[src/logic/egs_cfg.svh]
// Offsets, field positions, reset values and timing of the gain status block
`ifndef EGS_CFG_SVH
`define EGS_CFG_SVH

// Register indices; byte address is four times the index
`define EGS_IDX_GAIN      8'h00
`define EGS_IDX_VEL_CTRL  8'h20
`define EGS_IDX_CFG_DONE  8'h21
`define EGS_IDX_VELOCITY  8'h22
`define EGS_IDX_DRIVE     8'h23
`define EGS_IDX_TARGET    8'h24
`define EGS_IDX_FINE      8'h5f

// Field positions
`define EGS_LPF_EN_BIT    0
`define EGS_COEF_LSB      1
`define EGS_RANGE_MSB     7
`define EGS_RANGE_LSB     6

// Reset values
`define EGS_GAIN_RST      8'h00
`define EGS_FINE_RST      9'h040
`define EGS_TARGET_RST    12'h800
`define EGS_COEF_RST      3'h2

// Drive current bases in 0.05 mA units (0.4, 3.6, 10, 22.8 mA)
`define EGS_BASE_R0       10'h008
`define EGS_BASE_R1       10'h048
`define EGS_BASE_R2       10'h0c8
`define EGS_BASE_R3       10'h1c8

// Timing
`define EGS_CLK_MHZ       25
`define EGS_VEL_PERIOD_NS 2000
`define EGS_VEL_CYCLES    ((`EGS_VEL_PERIOD_NS * `EGS_CLK_MHZ) / 1000)
`define EGS_GAIN_TICKS    16

`endif

[src/logic/egs_pkg.sv]
// Types shared by the gain status block and its velocity engine
`default_nettype none
package egs_pkg;
	// Bus response machine, one-hot
	typedef enum logic [1:0] {
		EGS_BUS_IDLE = 2'b01,
		EGS_BUS_RESP = 2'b10
	} egs_bus_t;

	// Whole state of the register block
	typedef struct packed {
		egs_bus_t    bus;
		logic [31:0] rdata;
		logic [7:0]  code;
		logic [9:0]  drive;
		logic        lpf_en;
		logic [2:0]  coef;
		logic        cfg_done;
		logic [11:0] target;
		logic [8:0]  fine;
		logic [5:0]  div;
		logic [3:0]  refresh_cnt;
	} egs_regs_state_t;

	// Whole state of the velocity engine
	typedef struct packed {
		logic [19:0] prev_angle;
		logic        primed;
		logic [19:0] vel_f;
	} egs_vel_state_t;
endpackage : egs_pkg
`default_nettype wire

[src/logic/egs_vel_if.sv]
// Signals between the register block and the velocity engine
`default_nettype none
interface egs_vel_if;
	logic        tick;     // One-cycle compute strobe
	logic        run;      // Configuration loaded
	logic        lpf_en;   // Low-pass enable
	logic [2:0]  coef;     // Low-pass shift
	logic [19:0] angle;    // Current rotor angle
	logic [19:0] velocity; // Filtered velocity, signed

	modport core (input tick, run, lpf_en, coef, angle, output velocity);
	modport ctrl (output tick, run, lpf_en, coef, angle, input velocity);
endinterface : egs_vel_if
`default_nettype wire

[src/logic/egs_regs.sv]
// Gain status, drive decode, velocity and coil configuration registers
//
// Design decision made here: the Avalon-MM interface to the registers.
`include "egs_cfg.svh"
`default_nettype none
module egs_regs
	import egs_pkg::*;
(
	input  wire logic        clock,
	input  wire logic        rstn,
	input  wire logic [9:0]  address,
	input  wire logic        read,
	input  wire logic        write,
	input  wire logic [31:0] writedata,
	input  wire logic [3:0]  byteenable,
	output logic      [31:0] readdata,
	output logic             waitrequest,
	input  wire logic [19:0] rotor_angle,
	input  wire logic [11:0] rx_magnitude,
	output logic      [7:0]  excitation_gain_code,
	output logic      [9:0]  drive_current,
	output logic      [19:0] rotor_velocity,
	output logic      [8:0]  fine_coil_periods
);
	egs_regs_state_t st;        // Registered state
	egs_regs_state_t next_st;   // Next state
	egs_vel_if       vel ();    // Link to velocity engine
	logic [7:0]      idx;       // Word index of access
	logic            wr_ok;     // Write with both low lanes
	logic            tick;      // Velocity compute strobe
	logic            refresh;   // Gain loop step strobe
	logic [5:0]      n_step;    // Step count within range
	logic [31:0]     rd_mux;    // Read data selection

	assign idx = address[9:2];
	assign wr_ok = write && (byteenable[1:0] == 2'b11);
	assign tick = (st.div == 6'(`EGS_VEL_CYCLES - 1));
	assign refresh = tick && (st.refresh_cnt == 4'(`EGS_GAIN_TICKS - 1));
	assign n_step = st.code[5:0];

	// Read multiplexer; unmapped words read zero
	always_comb begin
		rd_mux = 32'h00000000;
		case (idx)
			`EGS_IDX_GAIN:     rd_mux = {24'h000000, st.code};
			`EGS_IDX_VEL_CTRL: rd_mux = {28'h0000000, st.coef, st.lpf_en};
			`EGS_IDX_CFG_DONE: rd_mux = {31'h00000000, st.cfg_done};
			`EGS_IDX_VELOCITY: rd_mux = {12'h000, vel.velocity};
			`EGS_IDX_DRIVE:    rd_mux = {22'h000000, st.drive};
			`EGS_IDX_TARGET:   rd_mux = {20'h00000, st.target};
			`EGS_IDX_FINE:     rd_mux = {23'h000000, st.fine};
			default:           rd_mux = 32'h00000000;
		endcase
	end

	// Next-state logic for bus, configuration, gain loop and divider
	always_comb begin
		next_st = st;
		// Two-microsecond divider
		if (tick) begin
			next_st.div = 6'h00;
			next_st.refresh_cnt = st.refresh_cnt + 4'h1;
		end else begin
			next_st.div = st.div + 6'h01;
		end
		// Read takes one wait cycle so data comes from a flop
		case (st.bus)
			EGS_BUS_IDLE: begin
				if (read) begin
					next_st.bus = EGS_BUS_RESP;
					next_st.rdata = rd_mux;
				end
			end
			EGS_BUS_RESP: begin
				next_st.bus = EGS_BUS_IDLE;
			end
			default: begin
				next_st.bus = EGS_BUS_IDLE;
			end
		endcase
		// Configuration writes; gain status word has no write path
		if (wr_ok) begin
			case (idx)
				`EGS_IDX_VEL_CTRL: begin
					next_st.lpf_en = writedata[`EGS_LPF_EN_BIT];
					next_st.coef = writedata[`EGS_COEF_LSB +: 3];
				end
				`EGS_IDX_CFG_DONE: begin
					next_st.cfg_done = writedata[0];
				end
				`EGS_IDX_TARGET: begin
					next_st.target = writedata[11:0];
				end
				`EGS_IDX_FINE: begin
					// Only the six legal period counts are taken
					if (writedata[15:0] == 16'h0008 ||
					    writedata[15:0] == 16'h0010 ||
					    writedata[15:0] == 16'h0020 ||
					    writedata[15:0] == 16'h0040 ||
					    writedata[15:0] == 16'h0080 ||
					    writedata[15:0] == 16'h0100) begin
						next_st.fine = writedata[8:0];
					end
				end
				default: begin
					next_st.fine = st.fine;
				end
			endcase
		end
		// Gain loop steps toward the target magnitude once loaded
		if (refresh && st.cfg_done) begin
			if (rx_magnitude < st.target && st.code != 8'hff) begin
				next_st.code = st.code + 8'h01;
			end else if (rx_magnitude > st.target && st.code != 8'h00) begin
				next_st.code = st.code - 8'h01;
			end
		end
		// Decode applied code into drive current, 0.05 mA units
		// Range 11 takes the widest step (8) and the highest base; range 10 steps by 4
		case (st.code[`EGS_RANGE_MSB:`EGS_RANGE_LSB])
			2'b00:   next_st.drive = `EGS_BASE_R0 + {4'h0, n_step};
			2'b01:   next_st.drive = `EGS_BASE_R1 + {3'h0, n_step, 1'b0};
			2'b10:   next_st.drive = `EGS_BASE_R2 + {2'h0, n_step, 2'b00};
			2'b11:   next_st.drive = `EGS_BASE_R3 + {1'b0, n_step, 3'b000};
			default: next_st.drive = `EGS_BASE_R0;
		endcase
	end

	// State register
	always_ff @(posedge clock or negedge rstn) begin
		if (!rstn) begin
			st.bus <= EGS_BUS_IDLE;
			st.rdata <= 32'h00000000;
			st.code <= `EGS_GAIN_RST;
			st.drive <= `EGS_BASE_R0;
			st.lpf_en <= 1'b0;
			st.coef <= `EGS_COEF_RST;
			st.cfg_done <= 1'b0;
			st.target <= `EGS_TARGET_RST;
			st.fine <= `EGS_FINE_RST;
			st.div <= 6'h00;
			st.refresh_cnt <= 4'h0;
		end else begin
			st <= next_st;
		end
	end

	// Velocity engine link
	assign vel.tick = tick;
	assign vel.run = st.cfg_done;
	assign vel.lpf_en = st.lpf_en;
	assign vel.coef = st.coef;
	assign vel.angle = rotor_angle;

	egs_velocity u_velocity (
		.clock (clock),
		.rstn  (rstn),
		.vel   (vel.core)
	);

	// Outputs
	assign readdata = st.rdata;
	assign waitrequest = read && (st.bus == EGS_BUS_IDLE);
	assign excitation_gain_code = st.code;
	assign drive_current = st.drive;
	assign rotor_velocity = vel.velocity;
	assign fine_coil_periods = st.fine;

	AST_GAIN_RSVD: assert property (@(posedge clock) disable iff (!rstn)
		read && !waitrequest && idx == `EGS_IDX_GAIN
		|-> readdata[31:8] == 24'h000000 && readdata[7:0] == $past(st.code))
		else $error("gain status read not zero-extended code");

	AST_GAIN_RO: assert property (@(posedge clock) disable iff (!rstn)
		write && idx == `EGS_IDX_GAIN && !refresh |=> $stable(st.code))
		else $error("gain status changed by a write");

	AST_GAIN_UP: assert property (@(posedge clock) disable iff (!rstn)
		refresh && st.cfg_done && rx_magnitude < st.target && st.code != 8'hff
		|=> st.code == $past(st.code) + 8'h01)
		else $error("gain did not step up");

	AST_GAIN_DOWN: assert property (@(posedge clock) disable iff (!rstn)
		refresh && st.cfg_done && rx_magnitude > st.target && st.code != 8'h00
		|=> st.code == $past(st.code) - 8'h01)
		else $error("gain did not step down");

	AST_GAIN_IDLE: assert property (@(posedge clock) disable iff (!rstn)
		!refresh |=> $stable(st.code))
		else $error("gain moved outside refresh");

	AST_RANGE_ZERO: assert property (@(posedge clock) disable iff (!rstn)
		st.code[7:6] == 2'b00 |=> drive_current == 10'h008
		+ {4'h0, $past(st.code[5:0])})
		else $error("range 00 decode wrong");

	AST_RANGE_LOW: assert property (@(posedge clock) disable iff (!rstn)
		st.code[7:6] == 2'b01 |=> drive_current == 10'h048
		+ {3'h0, $past(st.code[5:0]), 1'b0})
		else $error("range 01 decode wrong");

	AST_RANGE_HIGH: assert property (@(posedge clock) disable iff (!rstn)
		st.code[7:6] == 2'b11 |=> drive_current == 10'h1c8
		+ {1'b0, $past(st.code[5:0]), 3'b000})
		else $error("range 11 decode wrong");

	AST_RANGE_SPLIT: assert property (@(posedge clock) disable iff (!rstn)
		st.code[7:6] == 2'b10 |=> drive_current == 10'h0c8
		+ {2'h0, $past(st.code[5:0]), 2'b00})
		else $error("range 10 decode wrong");

	AST_VEL_PERIOD: assert property (@(posedge clock) disable iff (!rstn)
		tick |-> ##50 tick)
		else $error("velocity tick not every 50 cycles");

	AST_FINE_LEGAL: assert property (@(posedge clock) disable iff (!rstn)
		st.fine == 9'h008 || st.fine == 9'h010 || st.fine == 9'h020 ||
		st.fine == 9'h040 || st.fine == 9'h080 || st.fine == 9'h100)
		else $error("illegal fine coil period held");

	AST_STATUS_RST: assert property (@(posedge clock) disable iff (!rstn)
		!st.cfg_done |=> $stable(st.code))
		else $error("gain moved before configuration");
endmodule : egs_regs
`default_nettype wire

[src/logic/egs_velocity.sv]
// Rotor velocity from successive angles, with optional low-pass
`include "egs_cfg.svh"
`default_nettype none
module egs_velocity
	import egs_pkg::*;
(
	input  wire logic clock,
	input  wire logic rstn,
	egs_vel_if.core   vel
);
	egs_vel_state_t     st;       // Registered state
	egs_vel_state_t     next_st;  // Next state
	logic signed [19:0] raw;      // Angle step, wraps across a turn
	logic signed [20:0] err;      // Raw minus filtered
	logic signed [20:0] err_sh;   // Error scaled by coefficient

	// Next-state logic: sample angle on each tick while run is high
	always_comb begin
		next_st = st;
		raw = $signed(vel.angle - st.prev_angle);
		err = $signed({raw[19], raw}) - $signed({st.vel_f[19], st.vel_f});
		err_sh = err >>> vel.coef;
		if (vel.tick && vel.run) begin
			next_st.prev_angle = vel.angle;
			next_st.primed = 1'b1;
			if (!st.primed) begin
				// First sample only seeds the history
				next_st.vel_f = 20'h00000;
			end else if (vel.lpf_en) begin
				next_st.vel_f = st.vel_f + err_sh[19:0];
			end else begin
				next_st.vel_f = raw;
			end
		end
		// Unloaded configuration: forget history
		if (!vel.run) begin
			next_st.primed = 1'b0;
		end
	end

	// State register
	always_ff @(posedge clock or negedge rstn) begin
		if (!rstn) begin
			st <= '0;
		end else begin
			st <= next_st;
		end
	end

	assign vel.velocity = st.vel_f;

	AST_LPF_BYPASS: assert property (@(posedge clock) disable iff (!rstn)
		vel.tick && vel.run && st.primed && !vel.lpf_en
		|=> st.vel_f == $past(raw))
		else $error("velocity not raw step with filter off");

	AST_VEL_HOLD: assert property (@(posedge clock) disable iff (!rstn)
		!vel.tick |=> $stable(st.vel_f))
		else $error("velocity changed between ticks");
endmodule : egs_velocity
`default_nettype wire
[config.mk]
export PLATFORM = sky130hd
export DESIGN_NAME = egs_regs
export DESIGN_NICKNAME = d
export VERILOG_FILES = /design/src/logic/egs_pkg.sv /design/src/logic/egs_vel_if.sv /design/src/logic/egs_regs.sv /design/src/logic/egs_velocity.sv
export VERILOG_INCLUDE_DIRS = /design/src /design/src/logic
export SDC_FILE = /design/constraint.sdc
export NUM_CORES = 1
export LEC_CHECK = 0
export BUFFER_PORTS_ARGS = -buffer_cell sky130_fd_sc_hd__buf_2
export CELL_PAD_IN_SITES_DETAIL_PLACEMENT = 0
export CELL_PAD_IN_SITES_GLOBAL_PLACEMENT = 1
export CORE_MARGIN = 5
export CORE_UTILIZATION = 30
export CTS_BUF_LIST = sky130_fd_sc_hd__clkbuf_8
export CTS_CLUSTER_SIZE = 25
export DETAILED_ROUTE_END_ITERATION = 8
export PLACE_DENSITY_LB_ADDON = 0.1
export SYNTH_ARGS = -nofsm -noshare
export SYNTH_HDL_FRONTEND = slang
export SYNTH_SLANG_ARGS = --single-unit
[constraint.sdc]
create_clock -name clock -period 5.1 [get_ports clock]
set_input_delay 0.255 -clock clock [delete_from_list [all_inputs] [get_ports clock]]
set_output_delay 0.255 -clock clock [all_outputs]
set_load 0.1 [all_outputs]
==> results.cfg, run 1 <==
[logic_synthesis]
synthFlopType = dfrtp_1
postSynthCellCount = 1172
syn_area_sq_mm = 0.01010
synth.ff_latch_count = 117
yosys_warnings = 0
yosysUniqueCellTypes = 82
syn_avg_cell_area_sq_um = 8.615
async_flop_share_pct = 100.0
synth-edff-count = 0
seq_area_frac_synth_pct = 29.06

[setup_path]
critPathMaxStageDelay_ps = 390
required_ps = 5480
end_kind = flop
reg2reg_depth = 30
critPathMaxFanout = 4
critPathSlowestCell = dfrtp_1
reg2reg_slack_ps = -590
r2r-start = u_velocity.st[21]
worstReg2RegEnd = u_velocity.vel.velocity[17]
worstSetupPathType = reg -> reg
critPathArrivalTime_ps = 6060
critPathLaunchType = flop

[route]
routedWlPerCell_um = 17.62
drt_wl_total_um = 34010
via_per_inst = 4.811
routed-wl-met2_um = 16440
route.met3.wl_um = 1222
drtAntennaViolNets = 0
vias = 9285
topRoutingLayerUsed = met4
routedLengthMet1_um = 15930
drtPass1Iterations = 5
drc = 0
drtIter0Drc = 498

[timing]
drv_slew = 0
setup_tns_ps = -5366
post-route-period-util_pct = 111.5
fmax_mhz = 175.9
setup_ws_ps = -586.3
skew_ps = 13.66
rsz0062_at_grt = true
max-slew-margin-rel_pct = 27.03
hold_violations = 0
tightest_slew_ps = 1086
fin_crit_ps = 5686
finalSetupViolCount = 15

[floorplan]
fp-row-count = 67
fp.dieW_um = 193.5
die_h_um = 193.5
io_pins = 162
initial_core_util_pct = 30.26
die_area_sq_mm = 0.03743
coreArea_sq_mm = 0.03336

[global_routing]
track_usage_pct = 18.01
grt_max_degree = 54
grt_overflow_total = 0
grt_pass1_wl_um = 53710
grt_pass1_vias = 9560
antenna_found_initial = 0

[placed_design]
place_congestion = 0.8281
port_buffers = 129
place_inst = 1827
place_hpwl_um = 26110
post_dp_cell_area_sq_mm = 0.01211

[hold_path]
holdPathStages = 3
min_to = st[20]
hold_class = in -> reg
hp-start = writedata[1]

[clocking]
htreeDepth = 4
clk_path_buf_depth = 2
cts_root_buf = clkbuf_8
clk_latency_ps = 490
numClockSinks = 117
clkTransAtPathRegs_ps = 80
cts_made_buffers = 17
cts_tree = yes

[final_layout]
antenna_cells = 0
filler_cell_count = 3501
multi_input_area_sq_mm = 0.006793
fin_area_sq_mm = 0.01375
stdcell_count = 1930
fin_nets = 1645
final_util_pct = 41.21
syn_to_final_growth_pct = 36.16
seqCellArea_sq_mm = 0.002934
drive_gt1_share_pct = 37.04

[power_and_ir_drop]
peakVddDrop_mv = 0.1746
powerDensity_mw_per_mm2 = 195.3
p_leak_nw = 6.788
power.total_mw = 2.685

[status]
failed_checks = negative setup slack
outcome = finished with violations

[job]
drv_cap = 0
-- critical path: cells and delay by family, from the launching register on --
kind | cells | cell delay [ps]
xor gates and xnor gates | 3 | 520
AOI/OAI and AO/OA | 13 | 2070
buffers and inverters | 4 | 460
muxes | 3 | 740
adders and majority gates | 4 | 1120
DFF | 1 | 390
and+or+nand+nor | 3 | 300
-- kinds of logic after synthesis --
group | after synthesis | synth area share, %
buffers and inverters | 204 | 11.00
AOI/OAI and AO/OA | 305 | 20.30
adders and majority gates | 93 | 11.82
DFF | 117 | 29.06
other | 1 | 0.03714
muxes | 66 | 7.187
xor gates and xnor gates | 69 | 6.134
and+or+nand+nor | 317 | 14.46
-- state kept, by name, indices dropped and copies added, names as in the netlist --
| signal | cells |
|---|---|
| u_velocity.st | 21 |
| excitation_gain_code | 8 |
| vel.run | 1 |
| u_velocity.vel.velocity | 20 |
| vel.lpf_en | 1 |
| vel.coef | 3 |
| st | 24 |
| drive_current | 10 |
| fine_coil_periods | 9 |
| readdata | 20 |
-- through the flow --
stage | hold WS, ps | setup WS [ps]
2_1_floorplan | -40.59 | -193.9
3_3_place_gp | 283.4 | -800.4
3_5_place_dp | 286.5 | -905.0
4_1_cts | 7.752 | -599.5
5_1_grt | 27.41 | -990.0
6_report | 44.11 | -586.3
-- power breakdown --
group	total (mW)	internal, mW	switching [mW]
logic	0.696	0.316	0.379
clock network	1.04	0.591	0.451
registers	0.948	0.938	0.0101
total	2.69	1.85	0.840
-- synthesized netlist by cell type (5+ instances only) --
cell type | count | area share, %
nand2_1 | 122 | 4.5
dfrtp_1 | 112 | 28
ha_1 | 89 | 11
buf_4 | 80 | 5.9
inv_1 | 80 | 3.0
nor2_1 | 75 | 2.8
o21ai_0 | 71 | 3.5
a21oi_1 | 66 | 3.3
mux2i_1 | 41 | 4.1
xnor2_1 | 40 | 3.5
clkbuf_1 | 34 | 1.3
nand3_1 | 32 | 1.6
xor2_1 | 27 | 2.3
mux2_2 | 19 | 2.1
a211oi_1 | 17 | 1.3
a21o_1 | 17 | 1.3
nor3_1 | 17 | 0.84
o22ai_1 | 15 | 0.93
a222oi_1 | 12 | 1.2
nor2b_1 | 12 | 0.74
o21a_1 | 12 | 0.89
a22o_1 | 10 | 0.87
a31oi_1 | 9 | 0.56
and3_1 | 9 | 0.56
o211ai_1 | 9 | 0.67
or3_1 | 9 | 0.56
and2_1 | 8 | 0.50
o21ai_1 | 8 | 0.40
a22oi_1 | 7 | 0.52
nand2b_1 | 7 | 0.43
nand4_1 | 7 | 0.43
dfstp_2 | 5 | 1.3
o21bai_1 | 5 | 0.37
-- cell usage in the layout (no fill, tap or decap), types with 13 or more instances in the layout --
master	instances
a21oi_1	43
a21oi_2	22
nand3_1	30
buf_4	232
mux2_2	13
ha_4	13
nor2_1	71
inv_1	78
clkbuf_8	18
nand2_1	119
xor2_1	27
mux2i_1	39
dfrtp_1	112
xnor2_1	33
a21o_1	17
nor3_1	15
dlygate4sd3_1	23
o21ai_0	59
ha_1	72
buf_2	128
-- worst max path at each step --
| stage | start | end | slack [ps] | cells after the start |
|---|---|---|---|---|
| after floorplan | u_velocity.st[22] | u_velocity.vel.velocity[17] | -190 | 27 |
| after global placement | rotor_angle[0] | u_velocity.vel.velocity[17] | -800 | 30 |
| after detailed placement | rotor_angle[0] | u_velocity.vel.velocity[17] | -910 | 30 |
| after CTS | u_velocity.st[21] | u_velocity.vel.velocity[17] | -600 | 28 |
| after global routing | u_velocity.st[21] | u_velocity.vel.velocity[19] | -990 | 29 |
| final | u_velocity.st[21] | u_velocity.vel.velocity[17] | -590 | 30 |
-- routing by layer --
metal  up-vias  global-route usage (%)
met2       135                   30.38
met4         0                   4.694
met5         -                       0
li1       4684                       -
met3        23                   3.218
met1      4443                   23.93
-- area by class of cell --
cell class                 instances  share of cell area (%)
inverter                          81                   2.212
sequential                       117                   21.34
clock inverter                    13                   1.502
clock buffer                      18                   1.802
multi-input combinational        862                   49.41
timing repair buffer             391                   19.66
tap                              448                   4.077
-- repair_timing --
item	CTS	global route
hold endpoints to repair	60	0
gates resized for setup	66	59
buffers inserted	42	8
endpoints found under the setup margin	16	17
hold buffers	23	0
pin swaps	66	43
(Power assumes the default switching activity.)
==> run 2: changes to the inputs <==
--- a/config.mk
+++ b/config.mk
@@ -10,7 +10,7 @@
 export CELL_PAD_IN_SITES_DETAIL_PLACEMENT = 0
 export CELL_PAD_IN_SITES_GLOBAL_PLACEMENT = 1
 export CORE_MARGIN = 5
-export CORE_UTILIZATION = 30
+export CORE_UTILIZATION = 40
 export CTS_BUF_LIST = sky130_fd_sc_hd__clkbuf_8
 export CTS_CLUSTER_SIZE = 25
 export DETAILED_ROUTE_END_ITERATION = 8
==> run 2 against run 1 <==
Net effect: hold slack got worse by 18 ps; the run still ends with negative setup slack left; count of clock-buffer cells in the layout decreased by 1; die area decreased by 24%; clock power decreased by 20%; non-clock buffer count decreased by 51; power decreased by 9.8%; critical path depth decreased by 2.
==> results.cfg, run 2 (synthesis gave the netlist of run 1 again) <==
[final_layout]
top_regs = st x24, u_velocity.st x21
mostFrequentLayoutCell = buf_4
largest_reg_flops = 24
stdcell_count = 1762
fin_nets = 1594
syn_to_final_growth_pct = 27.87
final_util_pct = 51.57
regMostFlops = st
antenna_cells = 0
drive_gt1_share_pct = 35.41
final_cell_mix = 207 x buf_4, 128 x buf_2, 119 x nand2_1
fin_area_sq_mm = 0.01291

[placed_design]
place_inst = 1700
place_hpwl_um = 23540
port_buffers = 129
place_congestion = 0.8864
post_dp_cell_area_sq_mm = 0.01189

[setup_path]
critPathLaunchType = flop
worstReg2RegEnd = u_velocity.vel.velocity[17]
end_kind = flop
reg2reg_slack_ps = -540
critPathSlowestCell = dfrtp_1
critPathMaxFanout = 5
reg2reg_depth = 28
required_ps = 5440
critPathMaxStageDelay_ps = 380
worstSetupPathType = reg -> reg
cpMostUsedCell = ha_4
critPathArrivalTime_ps = 5980
r2r-start = u_velocity.st[22]

[clocking]
clk_latency_ps = 450
htreeDepth = 4
clkTransAtPathRegs_ps = 90
clk_path_buf_depth = 2
cts_tree = yes
cts_root_buf = clkbuf_8
cts_made_buffers = 17
numClockSinks = 117

[floorplan]
io_pins = 162
coreArea_sq_mm = 0.02504
fp.dieW_um = 168.9
die_h_um = 168.9
fp-row-count = 58
initial_core_util_pct = 40.33
die_area_sq_mm = 0.02852

[route]
drtIter0Drc = 543
drtPass1Iterations = 7
routedWlPerCell_um = 17.35
vias = 9111
drtAntennaViolNets = 0
via_per_inst = 5.171
drc = 0
drt_wl_total_um = 30560

[timing]
skew_ps = 22.19
finalSetupViolCount = 11
max-slew-margin-rel_pct = 31.29
tightest_slew_ps = 1023
rsz0062_at_grt = true
setup_ws_ps = -539.7
setup_tns_ps = -4030
drv_slew = 0
fin_crit_ps = 5640
post-route-period-util_pct = 110.6
fmax_mhz = 177.3
hold_violations = 0

[global_routing]
antenna_found_initial = 0
grt_pass1_wl_um = 48300
grt_pass1_vias = 8913
grt_max_degree = 55
track_usage_pct = 21.15
grt_overflow_total = 0

[hold_path]
hp-start = rotor_angle[18]
min_to = u_velocity.st[39]
holdPathStages = 3
hold_class = in -> reg

[power_and_ir_drop]
power.total_mw = 2.423
swShare_pct = 35.14
powerDensity_mw_per_mm2 = 187.7
combPwrFrac_pct = 26.8
pwr-share-seq_pct = 39.1
peakVddDrop_mv = 0.1615
power_frac_clock_pct = 34.1
p_int_mw = 1.572
p_leak_nw = 6.428
p_switching_mw = 0.8514

[status]
outcome = finished with violations
failed_checks = negative setup slack

[job]
drv_cap = 0
-- run 2: cell types whose count changed in the layout (fill, tap and decap cells not counted), sizes merged --
cell         previous run  this run
clkinvlp                1         4
clkinv                  5         2
inv                    83        90
bufinv                  5         0
buf                   368       339
clkbuf                 18        17
dlygate4sd3            23         1
-- run 2: routing by layer --
layer / share of wire, % / track usage [%]
met4: 1.5 / 4.552
met2: 47 / 34.70
met1: 46 / 29.36
met3: 5.0 / 3.690
met5: 0 / 0
-- run 2: power groups by stage --
| stage | registers (mW) | clock network, mW | logic (mW) |
|---|---|---|---|
| global route | 0.949 | 0.895 | 0.711 |
| global placement | 0.965 | 0 | 0.590 |
| finish | 0.947 | 0.827 | 0.649 |
| detailed placement | 0.965 | 0 | 0.593 |
| CTS | 0.947 | 0.852 | 0.624 |
| floorplan | 0.960 | 0 | 0.383 |
-- run 2: worst max path at each step --
stage | start | endpoint | slack [ps] | cells after the start
finish | u_velocity.st[22] | u_velocity.vel.velocity[17] | -540 | 28
CTS | u_velocity.st[21] | u_velocity.vel.velocity[17] | -550 | 28
global placement | rotor_angle[0] | u_velocity.vel.velocity[17] | -660 | 30
floorplan | u_velocity.st[22] | u_velocity.vel.velocity[17] | -190 | 27
global route | u_velocity.st[22] | u_velocity.vel.velocity[18] | -860 | 30
detailed placement | rotor_angle[0] | u_velocity.vel.velocity[17] | -760 | 30
-- run 2: per-stage QoR --
step	hold slack (ps)	setup WS [ps]
6_report	25.66	-539.7
5_1_grt	4.931	-863.9
4_1_cts	4.385	-551.1
3_5_place_dp	267.1	-755.1
3_3_place_gp	265.0	-658.6
2_1_floorplan	-40.59	-193.9
-- run 2: cell type report --
type | count | area [sq um]
fillers | 2486 | 12130
multi-input cells | 862 | 6656
flip-flops and latches | 117 | 2934
repair buffers | 340 | 2250
well taps | 330 | 412.9
inverters | 81 | 304.0
clock buffers | 17 | 234.0
clock inverters | 15 | 120.1
-- run 2: critical path, delay by kind of cell (launching register included) --
family                     cells  cell delay, ps
buffers and inverters          2             190
AOI/OAI and AO/OA             13            2310
muxes                          3             630
xor gates and xnor gates       3             430
adders and majority gates      3             680
DFF                            1             380
and+or+nand+nor                4             910
-- run 2: timing repair --
item,4_1_cts,5_1_grt
endpoints found under the setup margin,15,16
hold buffers,1,0
cloned,0,0
pin swaps,51,41
setup buffers,17,14
gates resized for setup,45,44
endpoints found under the hold margin,35,0
==> run 3: changes to the inputs <==
--- a/config.mk
+++ b/config.mk
@@ -6,11 +6,12 @@
 export SDC_FILE = /design/constraint.sdc
 export NUM_CORES = 1
 export LEC_CHECK = 0
+export ABC_AREA = 1
 export BUFFER_PORTS_ARGS = -buffer_cell sky130_fd_sc_hd__buf_2
 export CELL_PAD_IN_SITES_DETAIL_PLACEMENT = 0
 export CELL_PAD_IN_SITES_GLOBAL_PLACEMENT = 1
 export CORE_MARGIN = 5
-export CORE_UTILIZATION = 40
+export CORE_UTILIZATION = 39
 export CTS_BUF_LIST = sky130_fd_sc_hd__clkbuf_8
 export CTS_CLUSTER_SIZE = 25
 export DETAILED_ROUTE_END_ITERATION = 8
==> run 3 against run 2 <==
Net effect: the run now ends clean; non-clock buffer count grew 2; core utilization grew 1.9 points; synthesized area increased by 4.6%; global-route usage grew 1.3 points; fmax is 13% higher; critical endpoint is now u_velocity.vel.velocity[19]; largest cell class unchanged; highest routed layer unchanged.
==> results.cfg, run 3 <==
[setup_path]
end_kind = flop
worstSetupPathType = reg -> reg
reg2reg_depth = 37
critPathSlowestCell = dfrtp_1
cpMostUsedCell = nand2_1
critPathMaxStageDelay_ps = 400
critPathMaxFanout = 4
required_ps = 5450
reg2reg_slack_ps = 100
critPathArrivalTime_ps = 5350
critPathLaunchType = flop

[logic_synthesis]
synth_top_area_share_pct = 26.53
synth_top_family_by_area = simple AND/OR/NAND/NOR gates
synth.ff_latch_count = 117
async_flop_share_pct = 100.0
synth-edff-count = 0
synthFlopType = dfrtp_1
yosysUniqueCellTypes = 53
synth_mux_area_share_pct = 0.3790
seq_area_frac_synth_pct = 27.77
postSynthCellCount = 1491
yosys_warnings = 0
syn_area_sq_mm = 0.01056
synth_compound_area_share_pct = 17.35
yosys-top-cells-area = dfrtp_1 27%, nand2_1 12%, ha_1 11%
synth_xor_area_share_pct = 3.731
synthSimpleGateAreaFrac_pct = 25.49
synth.most_common_cell = nand2_1
syn_avg_cell_area_sq_um = 7.085
synth_top_area_cell = dfrtp_1
synth_fa_ha_area_share_pct = 11.30
synth_common_cells = 341 x nand2_1, 195 x inv_1, 142 x o21ai_0

[status]
outcome = finished, final reports clean

[final_layout]
final_cell_mix = 293 x nand2_1, 205 x buf_4, 177 x inv_1
largest_reg_flops = 24
filler_cell_count = 2660
drive_gt1_share_pct = 37.08
syn_to_final_growth_pct = 35.57
antenna_cells = 0
mostFrequentLayoutCell = nand2_1
fin_nets = 1931
regMostFlops = st
top_regs = st x24, u_velocity.st x21

[clocking]
cts_tree = yes
htreeDepth = 4
clk_latency_ps = 450
cts_root_buf = clkbuf_8
cts_made_buffers = 17
clk_path_buf_depth = 2
numClockSinks = 117
clkTransAtPathRegs_ps = 90

[global_routing]
grt_max_degree = 60
track_usage_pct = 22.41
grt_overflow_total = 0
antenna_found_initial = 0
grt_pass1_vias = 10230
grt_pass1_wl_um = 54680

[timing]
fin_crit_ps = 5004
rsz0062_at_grt = true
fmax_mhz = 199.8
finalSetupViolCount = 0
drv_slew = 0
post-route-period-util_pct = 98.12
tightest_slew_ps = 986.9
skew_ps = 20.88
max-slew-margin-rel_pct = 34.21
hold_violations = 0
setup_ws_ps = 96.10

[power_and_ir_drop]
powerDensity_mw_per_mm2 = 180.9
p_leak_nw = 6.957
power.total_mw = 2.591
peakVddDrop_mv = 0.1580

[floorplan]
fp-row-count = 60
io_pins = 162
die_h_um = 174.6
initial_core_util_pct = 39.42
fp.dieW_um = 174.6
coreArea_sq_mm = 0.02680
die_area_sq_mm = 0.03048

[route]
drtAntennaViolNets = 0
routedWlPerCell_um = 16.77
drtPass1Iterations = 5
via_per_inst = 5.010
drt_wl_total_um = 35390
vias = 10570
drtIter0Drc = 599
drc = 0

[placed_design]
place_congestion = 0.9111
post-place-ws_ps = -326.3
port_buffers = 129
place_hpwl_um = 27180

[job]
drv_cap = 0

[hold_path]
hold_class = in -> reg
holdPathStages = 3
==> run 3: worst paths after layout <==
check | endpoint | start
max in group asynchronous | drive_current[2] | rstn
setup / recovery | u_velocity.vel.velocity[19] | u_velocity.st[21]
hold reg to reg | st[87] | st[87]
hold / removal | u_velocity.st[38] | rotor_angle[17]
setup reg to reg | u_velocity.vel.velocity[19] | u_velocity.st[21]
min in group asynchronous | st[7] | rstn
==> run 3: cell type report <==
class / count / area, sq um / area share [%]
Multi-Input combinational cell: 1076 / 7497 / 52.35
Sequential cell: 117 / 2934 / 20.49
Timing Repair Buffer: 342 / 2278 / 15.91
Inverter: 202 / 762.0 / 5.321
Tap cell: 341 / 426.7 / 2.979
Clock buffer: 18 / 247.7 / 1.730
Clock inverter: 14 / 175.2 / 1.223
==> run 3: cells by family after synthesis <==
| family | count (synthesis) |
|---|---|
| XOR/XNOR | 45 |
| other | 1 |
| adder cells (fa/ha/maj) | 93 |
| AO/OA/AOI/OAI | 320 |
| AND/OR/NAND/NOR | 602 |
| multiplexers | 4 |
| buffers and inverters | 309 |
| flip-flops | 117 |
==> run 3: metrics by stage <==
| step | utilization, % | hold slack (ps) | std cells | area [sq um] | TNS, ps |
|---|---|---|---|---|---|
| after floorplan | - | -40.59 | 1502 | 10610 | 0 |
| after global placement | 45.93 | 412.3 | 2044 | 12310 | -1526 |
| after detailed placement | 45.93 | 422.2 | 2044 | 12310 | -1967 |
| after CTS | 48.79 | 5.805 | 2080 | 13080 | -28.02 |
| after global routing | 53.44 | 9.279 | 2110 | 14320 | -1249 |
| final | 53.44 | 28.21 | 2110 | 14320 | 0 |
==> run 3: what timing repair did <==
item                                    in CTS  in global routing
setup buffers                                3                 32
endpoints found under the hold margin        1                  1
endpoints found under the setup margin      14                 17
hold buffers                                 1                  1
gates resized for setup                     58                224
pin swaps                                   22                 79
==> run 3: metal layers <==
metal  GRT usage (%)  routed length [um]
met5               0                   0
met1           29.87               16070
met2           37.86               16950
met3           3.765                1665
met4           5.925                 706
==> run 3: report_power, final <==
part | switching, mW | internal [mW]
clock | 0.493 | 0.503
sequential | 0.00549 | 0.933
combinational | 0.380 | 0.277
total | 0.878 | 1.71
==> run 3: worst max-delay path: cells and delay by family, from the launching register on <==
family | cells | cell delay, ps
AO/OA/AOI/OAI | 2 | 350
XOR/XNOR | 2 | 240
adder cells (fa/ha/maj) | 4 | 1100
buffers and inverters | 7 | 620
flip-flops | 1 | 400
AND/OR/NAND/NOR | 22 | 2160
